===== src/rtci_defs.vh =====
/*
 Constants for the two-wire slave interface of the clock module: the fixed
 slave address, pointer width, filter depth and timeout figures.
 Assumes it is included by bare name from each design file.
*/
`ifndef RTCI_DEFS_VH
`define RTCI_DEFS_VH

`define RTCI_SLAVE_ADDR   7'h51
`define RTCI_ADDR_RD      8'ha3
`define RTCI_ADDR_WR      8'ha2
`define RTCI_PTR_W        4
`define RTCI_FLT_LEN      3
`define RTCI_READ_IDLE    8'hff
`define RTCI_CLK_MHZ      200
`define RTCI_TIMEOUT_MS   1000
`define RTCI_TIMEOUT_CYC  (`RTCI_TIMEOUT_MS * 1000 * `RTCI_CLK_MHZ)

`endif


===== src/rtci_slave.v =====
/*
 Two-wire bus slave of the clock module: start/stop detection, address
 match, acknowledge, register pointer and byte shifting, plus bus timeout.
 Assumes SCL and SDA arrive from pins; register storage lives outside and
 answers rd_data combinationally for rd_addr.
*/
`timescale 1ns/1ps
`include "rtci_defs.vh"

module rtci_slave #(
  parameter TIMEOUT_CYC = `RTCI_TIMEOUT_CYC,
  parameter PTR_W       = `RTCI_PTR_W
) (
  // Clock and reset
  input  wire             clock,
  input  wire             resetn,
  // Two-wire bus pins
  input  wire             scl_in,
  input  wire             sda_in,
  output reg              sda_out_ff,
  output reg              sda_oe_ff,
  // Register file access
  output reg  [PTR_W-1:0] rd_addr_ff,
  input  wire [7:0]       rd_data,
  output reg              wr_en_ff,
  output reg  [PTR_W-1:0] wr_addr_ff,
  output reg  [7:0]       wr_data_ff,
  // Status
  output reg              freeze_ff,
  output reg              timeout_ff
);

  localparam ST_IDLE = 3'd0;
  localparam ST_ADDR = 3'd1;
  localparam ST_AACK = 3'd2;
  localparam ST_WBYT = 3'd3;
  localparam ST_WACK = 3'd4;
  localparam ST_RBYT = 3'd5;
  localparam ST_RACK = 3'd6;

  wire scl_f;
  wire sda_f;
  wire to_fire;

  reg             scl_d_ff;
  reg             sda_d_ff;
  reg [2:0]       st_ff;
  reg [3:0]       bit_ff;
  reg [7:0]       sh_ff;
  reg             dir_rd_ff;
  reg             ptr_set_ff;
  reg             dead_ff;
  reg [PTR_W-1:0] ptr_ff;
  reg             active_ff;

  // Filtering costs a few clocks, far inside a 400 kHz bit time
  rtci_sync_filt #(.LEN(`RTCI_FLT_LEN)) u_scl (
    .clock    (clock),
    .resetn   (resetn),
    .pin_in   (scl_in),
    .level_ff (scl_f)
  );

  rtci_sync_filt #(.LEN(`RTCI_FLT_LEN)) u_sda (
    .clock    (clock),
    .resetn   (resetn),
    .pin_in   (sda_in),
    .level_ff (sda_f)
  );

  // Armed from a valid address until stop or start; fires after one second
  rtci_timeout #(.LIMIT(TIMEOUT_CYC)) u_to (
    .clock   (clock),
    .resetn  (resetn),
    .arm     (active_ff),
    .fire_ff (to_fire)
  );

  // Both lines share one filter latency, so a data change never
  // overtakes the clock edge next to it
  wire scl_rise = scl_f & ~scl_d_ff;
  wire scl_fall = ~scl_f & scl_d_ff;
  wire start_c  = scl_f & scl_d_ff & sda_d_ff & ~sda_f;
  wire stop_c   = scl_f & scl_d_ff & ~sda_d_ff & sda_f;
  wire [7:0] rx_byte = {sh_ff[6:0], sda_f};

  // Address byte names this device; the direction bit is not compared
  function addr_hit;
    input [7:0] byte_in;
    begin
      addr_hit = (byte_in[7:1] == `RTCI_SLAVE_ADDR);
    end
  endfunction

  // Pointer wraps within its width, so long bursts roll over
  function [PTR_W-1:0] ptr_next;
    input [PTR_W-1:0] ptr_in;
    begin
      ptr_next = ptr_in + {{(PTR_W-1){1'b0}}, 1'b1};
    end
  endfunction

  // Byte to shift out; a cleared access only ever returns all ones
  function [7:0] tx_byte;
    input       dead_in;
    input [7:0] data_in;
    begin
      if (dead_in)
        tx_byte = `RTCI_READ_IDLE;
      else
        tx_byte = data_in;
    end
  endfunction

  // First read bit: pull low only for a zero, never drive high
  function first_low;
    input       dead_in;
    input [7:0] data_in;
    reg   [7:0] bits;
    begin
      bits      = tx_byte(dead_in, data_in);
      first_low = ~bits[7];
    end
  endfunction

  always @(posedge clock or negedge resetn) begin
    if (!resetn) begin
      scl_d_ff   <= 1'b1;
      sda_d_ff   <= 1'b1;
      st_ff      <= ST_IDLE;
      bit_ff     <= 4'h0;
      sh_ff      <= 8'h00;
      dir_rd_ff  <= 1'b0;
      ptr_set_ff <= 1'b0;
      dead_ff    <= 1'b0;
      ptr_ff     <= {PTR_W{1'b0}};
      active_ff  <= 1'b0;
      sda_out_ff <= 1'b0;
      sda_oe_ff  <= 1'b0;
      rd_addr_ff <= {PTR_W{1'b0}};
      wr_en_ff   <= 1'b0;
      wr_addr_ff <= {PTR_W{1'b0}};
      wr_data_ff <= 8'h00;
      freeze_ff  <= 1'b0;
      timeout_ff <= 1'b0;
    end else begin
      scl_d_ff   <= scl_f;
      sda_d_ff   <= sda_f;
      wr_en_ff   <= 1'b0;
      timeout_ff <= 1'b0;
      sda_out_ff <= 1'b0;
      // Freeze trails the open access by a cycle and drops right after a
      // timeout has cleared it
      freeze_ff  <= active_ff & ~dead_ff;
      // Register file sees the pointer a cycle late; it is read only at an
      // SCL fall, long after the pointer last moved
      rd_addr_ff <= ptr_ff;
      if (to_fire) begin
        // Abandon: release SDA and wait for a fresh start
        st_ff      <= ST_IDLE;
        sda_oe_ff  <= 1'b0;
        dead_ff    <= 1'b1;
        active_ff  <= 1'b0;
        timeout_ff <= 1'b1;
      end else if (start_c) begin
        // Repeated start ends any write and reopens address phase
        st_ff      <= ST_ADDR;
        bit_ff     <= 4'h0;
        sda_oe_ff  <= 1'b0;
        ptr_set_ff <= 1'b0;
        dead_ff    <= 1'b0;
        active_ff  <= 1'b0;
      end else if (stop_c) begin
        st_ff     <= ST_IDLE;
        sda_oe_ff <= 1'b0;
        active_ff <= 1'b0;
      end else begin
        case (st_ff)
          ST_IDLE: begin
            // Foreign address or finished read waits here for a start
            sda_oe_ff <= 1'b0;
          end
          ST_ADDR: begin
            if (scl_rise) begin
              sh_ff  <= rx_byte;
              bit_ff <= bit_ff + 4'h1;
            end
            // Act on the falling edge so SDA moves only while SCL low
            if (scl_fall && bit_ff == 4'h8) begin
              dir_rd_ff <= sh_ff[0];
              if (addr_hit(sh_ff)) begin
                sda_oe_ff <= 1'b1;
                active_ff <= 1'b1;
                st_ff     <= ST_AACK;
              end else begin
                sda_oe_ff <= 1'b0;
                st_ff     <= ST_IDLE;
              end
            end
          end
          ST_AACK: begin
            if (scl_fall) begin
              bit_ff <= 4'h0;
              if (dir_rd_ff) begin
                // Read from current pointer: the value last set, else last access plus one
                sh_ff     <= tx_byte(dead_ff, rd_data);
                sda_oe_ff <= first_low(dead_ff, rd_data);
                st_ff     <= ST_RBYT;
              end else begin
                sda_oe_ff <= 1'b0;
                st_ff     <= ST_WBYT;
              end
            end
          end
          ST_WBYT: begin
            if (scl_rise) begin
              sh_ff  <= rx_byte;
              bit_ff <= bit_ff + 4'h1;
            end
            if (scl_fall && bit_ff == 4'h8) begin
              sda_oe_ff <= 1'b1;
              st_ff     <= ST_WACK;
              if (!ptr_set_ff) begin
                ptr_ff     <= sh_ff[PTR_W-1:0];
                ptr_set_ff <= 1'b1;
              end else begin
                wr_en_ff   <= ~dead_ff;
                wr_addr_ff <= ptr_ff;
                wr_data_ff <= sh_ff;
                ptr_ff     <= ptr_next(ptr_ff);
              end
            end
          end
          ST_WACK: begin
            // No limit on bytes per transfer
            if (scl_fall) begin
              sda_oe_ff <= 1'b0;
              bit_ff    <= 4'h0;
              st_ff     <= ST_WBYT;
            end
          end
          ST_RBYT: begin
            if (scl_fall) begin
              if (bit_ff == 4'h7) begin
                sda_oe_ff <= 1'b0; // Release for master acknowledge
                // Pointer steps after the eighth bit, acknowledged or not
                ptr_ff    <= ptr_next(ptr_ff);
                st_ff     <= ST_RACK;
              end else begin
                sh_ff     <= {sh_ff[6:0], 1'b1};
                sda_oe_ff <= ~sh_ff[6] & ~dead_ff;
                bit_ff    <= bit_ff + 4'h1;
              end
            end
          end
          ST_RACK: begin
            if (scl_rise)
              sh_ff[0] <= sda_f; // Master acknowledge sample
            if (scl_fall) begin
              bit_ff <= 4'h0;
              if (!sh_ff[0]) begin
                sh_ff     <= tx_byte(dead_ff, rd_data);
                sda_oe_ff <= first_low(dead_ff, rd_data);
                st_ff     <= ST_RBYT;
              end else begin
                sda_oe_ff <= 1'b0;
                st_ff     <= ST_IDLE;
              end
            end
          end
          default: begin
            st_ff     <= ST_IDLE;
            sda_oe_ff <= 1'b0;
          end
        endcase
      end
    end
  end

endmodule


===== src/rtci_sync_filt.v =====
/*
 Two-flop synchroniser followed by an all-equal glitch filter.
 Assumes an asynchronous pin on the input; output is a clean level on clock.
*/
`timescale 1ns/1ps
`include "rtci_defs.vh"

module rtci_sync_filt #(
  parameter LEN = `RTCI_FLT_LEN
) (
  // Clock and reset
  input  wire clock,
  input  wire resetn,
  // Pin in, filtered level out
  input  wire pin_in,
  output reg  level_ff
);

  reg           meta_ff;
  reg           sync_ff;
  reg [LEN-1:0] hist_ff;

  // Level changes only after LEN equal samples, so spikes shorter than that
  // never reach the condition detectors
  always @(posedge clock or negedge resetn) begin
    if (!resetn) begin
      meta_ff  <= 1'b1;
      sync_ff  <= 1'b1;
      hist_ff  <= {LEN{1'b1}};
      level_ff <= 1'b1;
    end else begin
      meta_ff <= pin_in;
      sync_ff <= meta_ff;
      hist_ff <= {hist_ff[LEN-2:0], sync_ff};
      if (&hist_ff)
        level_ff <= 1'b1;
      else if (~|hist_ff)
        level_ff <= 1'b0;
    end
  end

endmodule


===== src/rtci_timeout.v =====
/*
 Bus timeout counter: runs while armed, fires a one-cycle pulse at LIMIT.
 Assumes arm is a level from the same clock domain.
*/
`timescale 1ns/1ps
`include "rtci_defs.vh"

module rtci_timeout #(
  parameter LIMIT = `RTCI_TIMEOUT_CYC
) (
  // Clock and reset
  input  wire clock,
  input  wire resetn,
  // Control
  input  wire arm,
  output reg  fire_ff
);

  reg [31:0] cnt_ff;

  always @(posedge clock or negedge resetn) begin
    if (!resetn) begin
      cnt_ff  <= 32'h0;
      fire_ff <= 1'b0;
    end else if (!arm) begin
      cnt_ff  <= 32'h0;
      fire_ff <= 1'b0;
    end else begin
      fire_ff <= (cnt_ff == LIMIT - 1);
      if (cnt_ff != LIMIT)
        cnt_ff <= cnt_ff + 32'h1;
    end
  end

endmodule

===== config.mk =====
export PLATFORM = sky130hd
export DESIGN_NAME = rtci_slave
export DESIGN_NICKNAME = d
export VERILOG_FILES = /design/src/rtci_slave.v /design/src/rtci_sync_filt.v /design/src/rtci_timeout.v
export VERILOG_INCLUDE_DIRS = /design/src
export SDC_FILE = /design/constraint.sdc
export NUM_CORES = 1
export LEC_CHECK = 0
export ABC_AREA = 1
export ABC_CLOCK_PERIOD_IN_PS = 1650
export BUFFER_PORTS_ARGS = -buffer_cell sky130_fd_sc_hd__buf_2
export CORE_ASPECT_RATIO = 1.5
export CORE_MARGIN = 2
export CORE_UTILIZATION = 57
export CTS_BUF_LIST = sky130_fd_sc_hd__clkbuf_16
export CTS_CLUSTER_DIAMETER = 150
export DETAILED_ROUTE_END_ITERATION = 8
export GPL_TIMING_DRIVEN = 0
export PLACE_DENSITY = 0.82
export SYNTH_ARGS = -nofsm -noshare
export SYNTH_HDL_FRONTEND = slang
export SYNTH_SLANG_ARGS = --single-unit

===== constraint.sdc =====
create_clock -name clock -period 1.65 [get_ports clock]
set_input_delay 0.33 -clock clock [delete_from_list [all_inputs] [get_ports clock]]
set_output_delay 0.33 -clock clock [all_outputs]
set_load 0.005 [all_outputs]

==> flow_metrics.env, run 1 <==
export IMPL_outcome="finished with violations"
export IMPL_violations="negative setup slack"
export IMPL_p_sw_mw=1.96
export IMPL_grt_start_max_net_pins=58
export IMPL_r2r_slack_ps=-20
export IMPL_p_leak_nw=2.92
export IMPL_syn_area_per_cell_um2=7.58
export IMPL_p_int_mw=3.95
export IMPL_layout_nets=743
export IMPL_start_util_pct=57.7
export IMPL_drc=0
export IMPL_syn_area_um2=5030
export IMPL_numCtsBuffers=9
export IMPL_crit_fanout=6
export IMPL_drv_cap=0
export IMPL_worst_ir_drop_vdd_mv=0.592
export IMPL_design_core_area_um2=8720
export IMPL_whs_path_depth=1
export IMPL_ioPinCount=33
export IMPL_final_cells=841
export IMPL_hold_viol=0
export IMPL_total_power_mw=5.91
export IMPL_fin_crit_sh_pct=101
export IMPL_worst_ep_arrival_time_ps=1900
export IMPL_ys_seq_elements=90
export IMPL_drv_slew=0
export IMPL_clkPwrFrac_pct=34.2
export IMPL_hold_end="u_sda.meta_ff"
export IMPL_die_y_um=119
export IMPL_hp_class="input pin to flop"
export IMPL_fmax_mhz=598
export IMPL_clkLatencyLatePin_ps=340
export IMPL_setup_viol=3
export IMPL_grt_pass1_wl_um=20100
export IMPL_vias_per_cell=5.38
export IMPL_rows=42
export IMPL_first_pass_iters=6
export IMPL_antenna_left=0
export IMPL_synth_cell_types=33
export IMPL_end_kind="flop"
export IMPL_gp_congestion=0.961
export IMPL_cts_sinks=90
export IMPL_wl_per_cell_um=14.4
export IMPL_swShare_pct=33.2
export IMPL_startpoint_type="flop"
export IMPL_r2r_end="wr_data_ff[6]"
export IMPL_dp_cells=806
export IMPL_antenna_found_initial=0
export IMPL_rsz0062_at_grt="yes"
export IMPL_layout_setup_ws_ps=-23.6
export IMPL_fillers=701
export IMPL_multiInputGateArea_um2=2550
export IMPL_cts_tree="yes"
export IMPL_async_reset_ff_share_pct=100
export IMPL_r2r_cells=8
export IMPL_drive_above_1_share_pct=26.0
export IMPL_dp_slack_ps=-84.6
export IMPL_yosysWarnings=0
export IMPL_place_hpwl_um=8790
export IMPL_syn_nets=681
export IMPL_dieArea_um2=9610
export IMPL_fin_tns_setup_ps=-29.6
export IMPL_pwr_share_seq_pct=44.3
export IMPL_cts_path_max_buffers=2
export IMPL_clock_root_buffer="clkbuf_16"
export IMPL_htree_levels=3
export IMPL_grt_total_usage_pct=26.9
export IMPL_hold_start="sda_in"
export IMPL_p_comb_share_pct=21.5
export IMPL_r2r_start="scl_d_ff"
export IMPL_hold_ws_ps=78.9
export IMPL_antenna_cells=0
export IMPL_path_clk_slew_ps=70
export IMPL_syn_inst=664
export IMPL_vias=4522
export IMPL_fin_crit_ps=1670
export IMPL_io_buffer_count=31
export IMPL_critical_path_class="flop to flop"
export IMPL_die_w_um=80.7
export IMPL_synth_edff_count=0
export IMPL_overflow=0
export IMPL_finClkSkew_ps=10.8
export IMPL_regArea_um2=2270
export IMPL_wl_um=12100
export IMPL_p_per_area_nw_per_um2=986
export IMPL_area_delta_synth_final_pct=19.2
export IMPL_required_ps=1880
export IMPL_grt_pass1_vias=4515
export IMPL_synthFlopType="dfrtp_1"
export IMPL_drtIter0Drc=367
export IMPL_yosysSeqAreaShare_pct=45.1
==> worst max-delay path, stage by stage (launching register included) <==
cell and delay [ps]:
dfstp_2 550, inv_2 50, nor2_4 210, nand3_4 140, nor2_4 150, nand3_4 140, buf_8 170, nand2_2 80
o21ai_2 70
==> Yosys cell counts, types with 3 or more instances <==
cell	count	area, µm²
nor3_1	17	85.1
buf_6	5	56.3
or2_2	7	43.8
o21ai_0	21	105
nand3b_1	5	37.5
o21ai_2	12	105
nand2_2	5	31.3
inv_1	64	240
dfrtp_1	76	1900
nor2_4	9	101
a21oi_1	16	80.1
nand2_4	5	56.3
nand4_1	11	68.8
ha_1	5	62.6
nor2_2	6	37.5
nand3_1	60	300
inv_2	8	30.0
nand3_4	3	52.6
nand2_1	184	691
clkbuf_1	4	15.0
dfstp_2	14	368
nor2_1	106	398
xor2_1	7	61.3
nand3_2	3	30.0
==> power by group through the flow <==
stage | Sequential, mW | Combinational, mW | Clock, mW
floorplan | 2.57 | 0.761 | 0
global placement | 2.62 | 0.964 | 0
detailed placement | 2.64 | 1.02 | 0
CTS | 2.60 | 1.06 | 2.05
global route | 2.64 | 1.42 | 2.16
finish | 2.62 | 1.27 | 2.02
==> worst max path at each step <==
| stage | start | to | slack [ps] | cells past startpoint |
|---|---|---|---|---|
| 6_report | scl_d_ff | wr_data_ff[6] | -20 | 8 |
| 5_1_grt | scl_d_ff | wr_data_ff[6] | -90 | 8 |
| 3_5_place_dp | u_sda.level_ff | wr_data_ff[6] | -80 | 8 |
| 3_3_place_gp | resetn | u_to.cnt_ff[1] | -480 | 1 |
| 4_1_cts | scl_d_ff | wr_data_ff[6] | -40 | 8 |
| 2_1_floorplan | sda_d_ff | bit_ff[0] | 170 | 9 |
==> cell usage in the layout (no fill, tap or decap), drive strengths merged <==
master and count:
ha 5, a21oi 16, dfstp 14, clkbuf 14, or2 7, nand3 66
nand4 11, conb 1, inv 78, dlygate4sd3 1, o21ai 35, clkinv 4
buf 56, dfrtp 76, a31oi 1, o22ai 1, nor3 17, xor2 7
nor2 122, nand2 194, nand3b 5
==> logic make-up (layout without fill, tap and decap cells) <==
group,after synthesis,after routing,synth area share [%]
AND/OR/NAND/NOR,422,422,38.8
adder cells (fa/ha/maj),5,5,1.24
AO/OA/AOI/OAI,53,53,6.21
buffers and inverters,86,153,7.36
other,1,1,0.0745
flip-flops,90,90,45.1
XOR/XNOR,7,7,1.22
==> registers in the layout, summed over array words and instances (netlist names), 3 cells and up <==
signal	flops
u_to.cnt_ff	32
sh_ff	8
wr_data_ff	8
bit_ff	4
ptr_ff	4
rd_addr_ff	4
wr_addr_ff	4
st_ff	3
u_scl.hist_ff	3
u_sda.hist_ff	3
==> per-layer routing <==
metal	up-vias	share of wire [%]	global-route usage (%)
met4	0	3.4	12.7
met3	32	2.8	4.17
met5	-	0	0
met1	2153	37	28.8
met2	113	57	50.1
li1	2224	-	-
==> final cells by class <==
| cell class | count | area share [%] |
|---|---|---|
| clock inverter | 7 | 1.19 |
| tap | 110 | 2.29 |
| timing repair buffer | 51 | 6.07 |
| sequential | 90 | 37.9 |
| multi-input combinational | 488 | 42.6 |
| inverter | 75 | 4.78 |
| clock buffer | 9 | 3.75 |
| buffer | 11 | 1.46 |
==> timing repair <==
item | 4_1_cts | 5_1_grt
hold buffers | 1 | 0
resized for setup | 6 | 51
pin swaps | 2 | 27
buffers inserted | 3 | 14
endpoints found under the setup margin | 32 | 38
hold endpoints to repair | 22 | 0
cloned | 0 | 1
==> stage by stage <==
step,instance area (µm²),utilization [%]
after floorplan,5030,-
after global placement,5330,61.1
after detailed placement,5360,61.4
after CTS,5720,65.5
after global routing,6000,68.8
final,6000,68.8
Power figures use the tool's default switching activity.
==> run 2: changes to the inputs <==
- PLACE_DENSITY: 0.82 -> unset
- PLACE_DENSITY_LB_ADDON: unset -> 0.12
==> flow_metrics.env, run 2 (same netlist as run 1, synthesis figures left out) <==
export IMPL_outcome="finished with violations"
export IMPL_violations="negative hold slack, negative setup slack"
export IMPL_slowest_delay_ps=420
export IMPL_p_leak_nw=2.94
export IMPL_vias=4480
export IMPL_cts_path_max_buffers=2
export IMPL_fmax_mhz=590
export IMPL_gp_congestion=0.916
export IMPL_path_cells="ha_2 -> nand2_2 -> nor2_4 -> buf_4 -> nand2_4 -> nand2_4 -> nor2_4 -> nand3_4 -> nand2_2 -> nand2_1"
export IMPL_grt_pass1_vias=4374
export IMPL_critical_path_class="flop to flop"
export IMPL_wl_um=12000
export IMPL_path_clk_slew_ps=70
export IMPL_layout_nets=741
export IMPL_layout_setup_ws_ps=-45.1
export IMPL_final_cells=839
export IMPL_drtIter0Drc=225
export IMPL_reg_largest_list="u_to.cnt_ff x32, sh_ff x8, wr_data_ff x8"
export IMPL_clock_root_buffer="clkbuf_16"
export IMPL_p_per_area_nw_per_um2=995
export IMPL_place_hpwl_um=8860
export IMPL_area_delta_synth_final_pct=19.6
export IMPL_worstMarginPinSlew_ps=580
export IMPL_numCtsBuffers=9
export IMPL_fin_crit_sh_pct=103
export IMPL_first_pass_iters=5
export IMPL_die_y_um=119
export IMPL_io_buffer_count=31
export IMPL_largest_register="u_to.cnt_ff"
export IMPL_ioPinCount=33
export IMPL_rows=42
export IMPL_design_core_area_um2=8720
export IMPL_grt_start_max_net_pins=47
export IMPL_hold_ws_ps=-37.5
export IMPL_dieArea_um2=9610
export IMPL_grt_pass1_wl_um=19700
export IMPL_final_common_cell="nand2_1"
export IMPL_crit_fanout=7
export IMPL_antenna_cells=0
export IMPL_ctsHoldBuffers=0
export IMPL_htree_levels=3
export IMPL_antenna_found_initial=0
export IMPL_worst_ir_drop_vdd_mv=0.646
export IMPL_fin_crit_ps=1700
export IMPL_clkLatencyLatePin_ps=350
export IMPL_path_buf_inv=1
export IMPL_worst_ep_arrival_time_ps=1930
export IMPL_cp_slowest_cell="dfrtp_1"
export IMPL_placed_area_um2=5360
export IMPL_vias_per_cell=5.34
export IMPL_worst_path_stages=10
export IMPL_start_util_pct=57.7
export IMPL_hold_viol=30
export IMPL_drv_slew=0
export IMPL_grt_total_usage_pct=26.6
export IMPL_rsz0062_at_grt="yes"
export IMPL_overflow=0
export IMPL_dp_cells=806
export IMPL_largest_reg_flops=32
export IMPL_fin_tns_setup_ps=-145
export IMPL_finClkSkew_ps=6.77
export IMPL_required_ps=1890
export IMPL_r2r_cells=10
export IMPL_cts_sinks=90
export IMPL_critPathTopFamily="simple AND/OR/NAND/NOR gates"
export IMPL_die_w_um=80.7
export IMPL_post_route_util_pct=69.0
export IMPL_wl_per_cell_um=14.4
export IMPL_final_cell_mix="161 x nand2_1, 92 x nor2_1, 75 x dfrtp_1"
export IMPL_startpoint_type="flop"
export IMPL_setup_viol=8
export IMPL_antenna_left=0
export IMPL_stdcell_area_um2=6020
export IMPL_drv_cap=0
export IMPL_dp_slack_ps=-106
export IMPL_drc=0
export IMPL_cts_tree="yes"
export IMPL_hp_class="input pin to asynchronous set/reset pin"
export IMPL_total_power_mw=5.99
export IMPL_drive_above_1_share_pct=25.8
export IMPL_end_kind="flop"
export IMPL_slew_limit_headroom_pct=61.4
[run 2: repair_timing]
action / 4_1_cts / 5_1_grt
setup endpoints to repair: 27 / 42
gates resized for setup: 8 / 49
gates cloned: 0 / 1
pin swaps: 2 / 15
setup buffers: 7 / 9
[run 2: worst register-to-register path: stages, from the launching register on]
cell and delay (ps):
dfrtp_1 420, ha_2 220, nand2_2 90, nor2_4 60
buf_4 150, nand2_4 80, nand2_4 60, nor2_4 180
nand3_4 160, nand2_2 90, nand2_1 70
[run 2: cell type report]
type / instances / area (µm²)
buffer: 11 / 91.3
clock buffer: 10 / 250
clock inverter: 6 / 65.1
fill: 730 / 2700
inverter: 75 / 287
multi-input combinational: 488 / 2560
sequential: 90 / 2270
tap: 110 / 138
timing repair buffer: 49 / 359
[run 2: per-layer routing]
metal / up-vias / part of all wire (%) / track usage [%]
met3: 34 / 3.3 / 4.47
met5: - / 0 / 0
li1: 2228 / - / -
met1: 2093 / 36 / 27.4
met2: 125 / 56 / 49.1
met4: 0 / 4.4 / 14.9
[run 2: worst paths after layout]
path,start,to,slack [ps]
max reg2reg,bit_ff[1],sh_ff[4],-50
min in group clock,sda_in,u_sda.meta_ff,70
max in group asynchronous,resetn,u_to.cnt_ff[7],1060
min,resetn,sh_ff[2],-40
max,bit_ff[1],sh_ff[4],-50
min reg2reg,u_sda.meta_ff,u_sda.sync_ff,360
[run 2: where the power goes]
part           total [mW]  switching [mW]  internal (mW)
sequential           2.63           0.221           2.40
clock                2.17           0.904           1.27
combinational        1.20           0.763          0.437
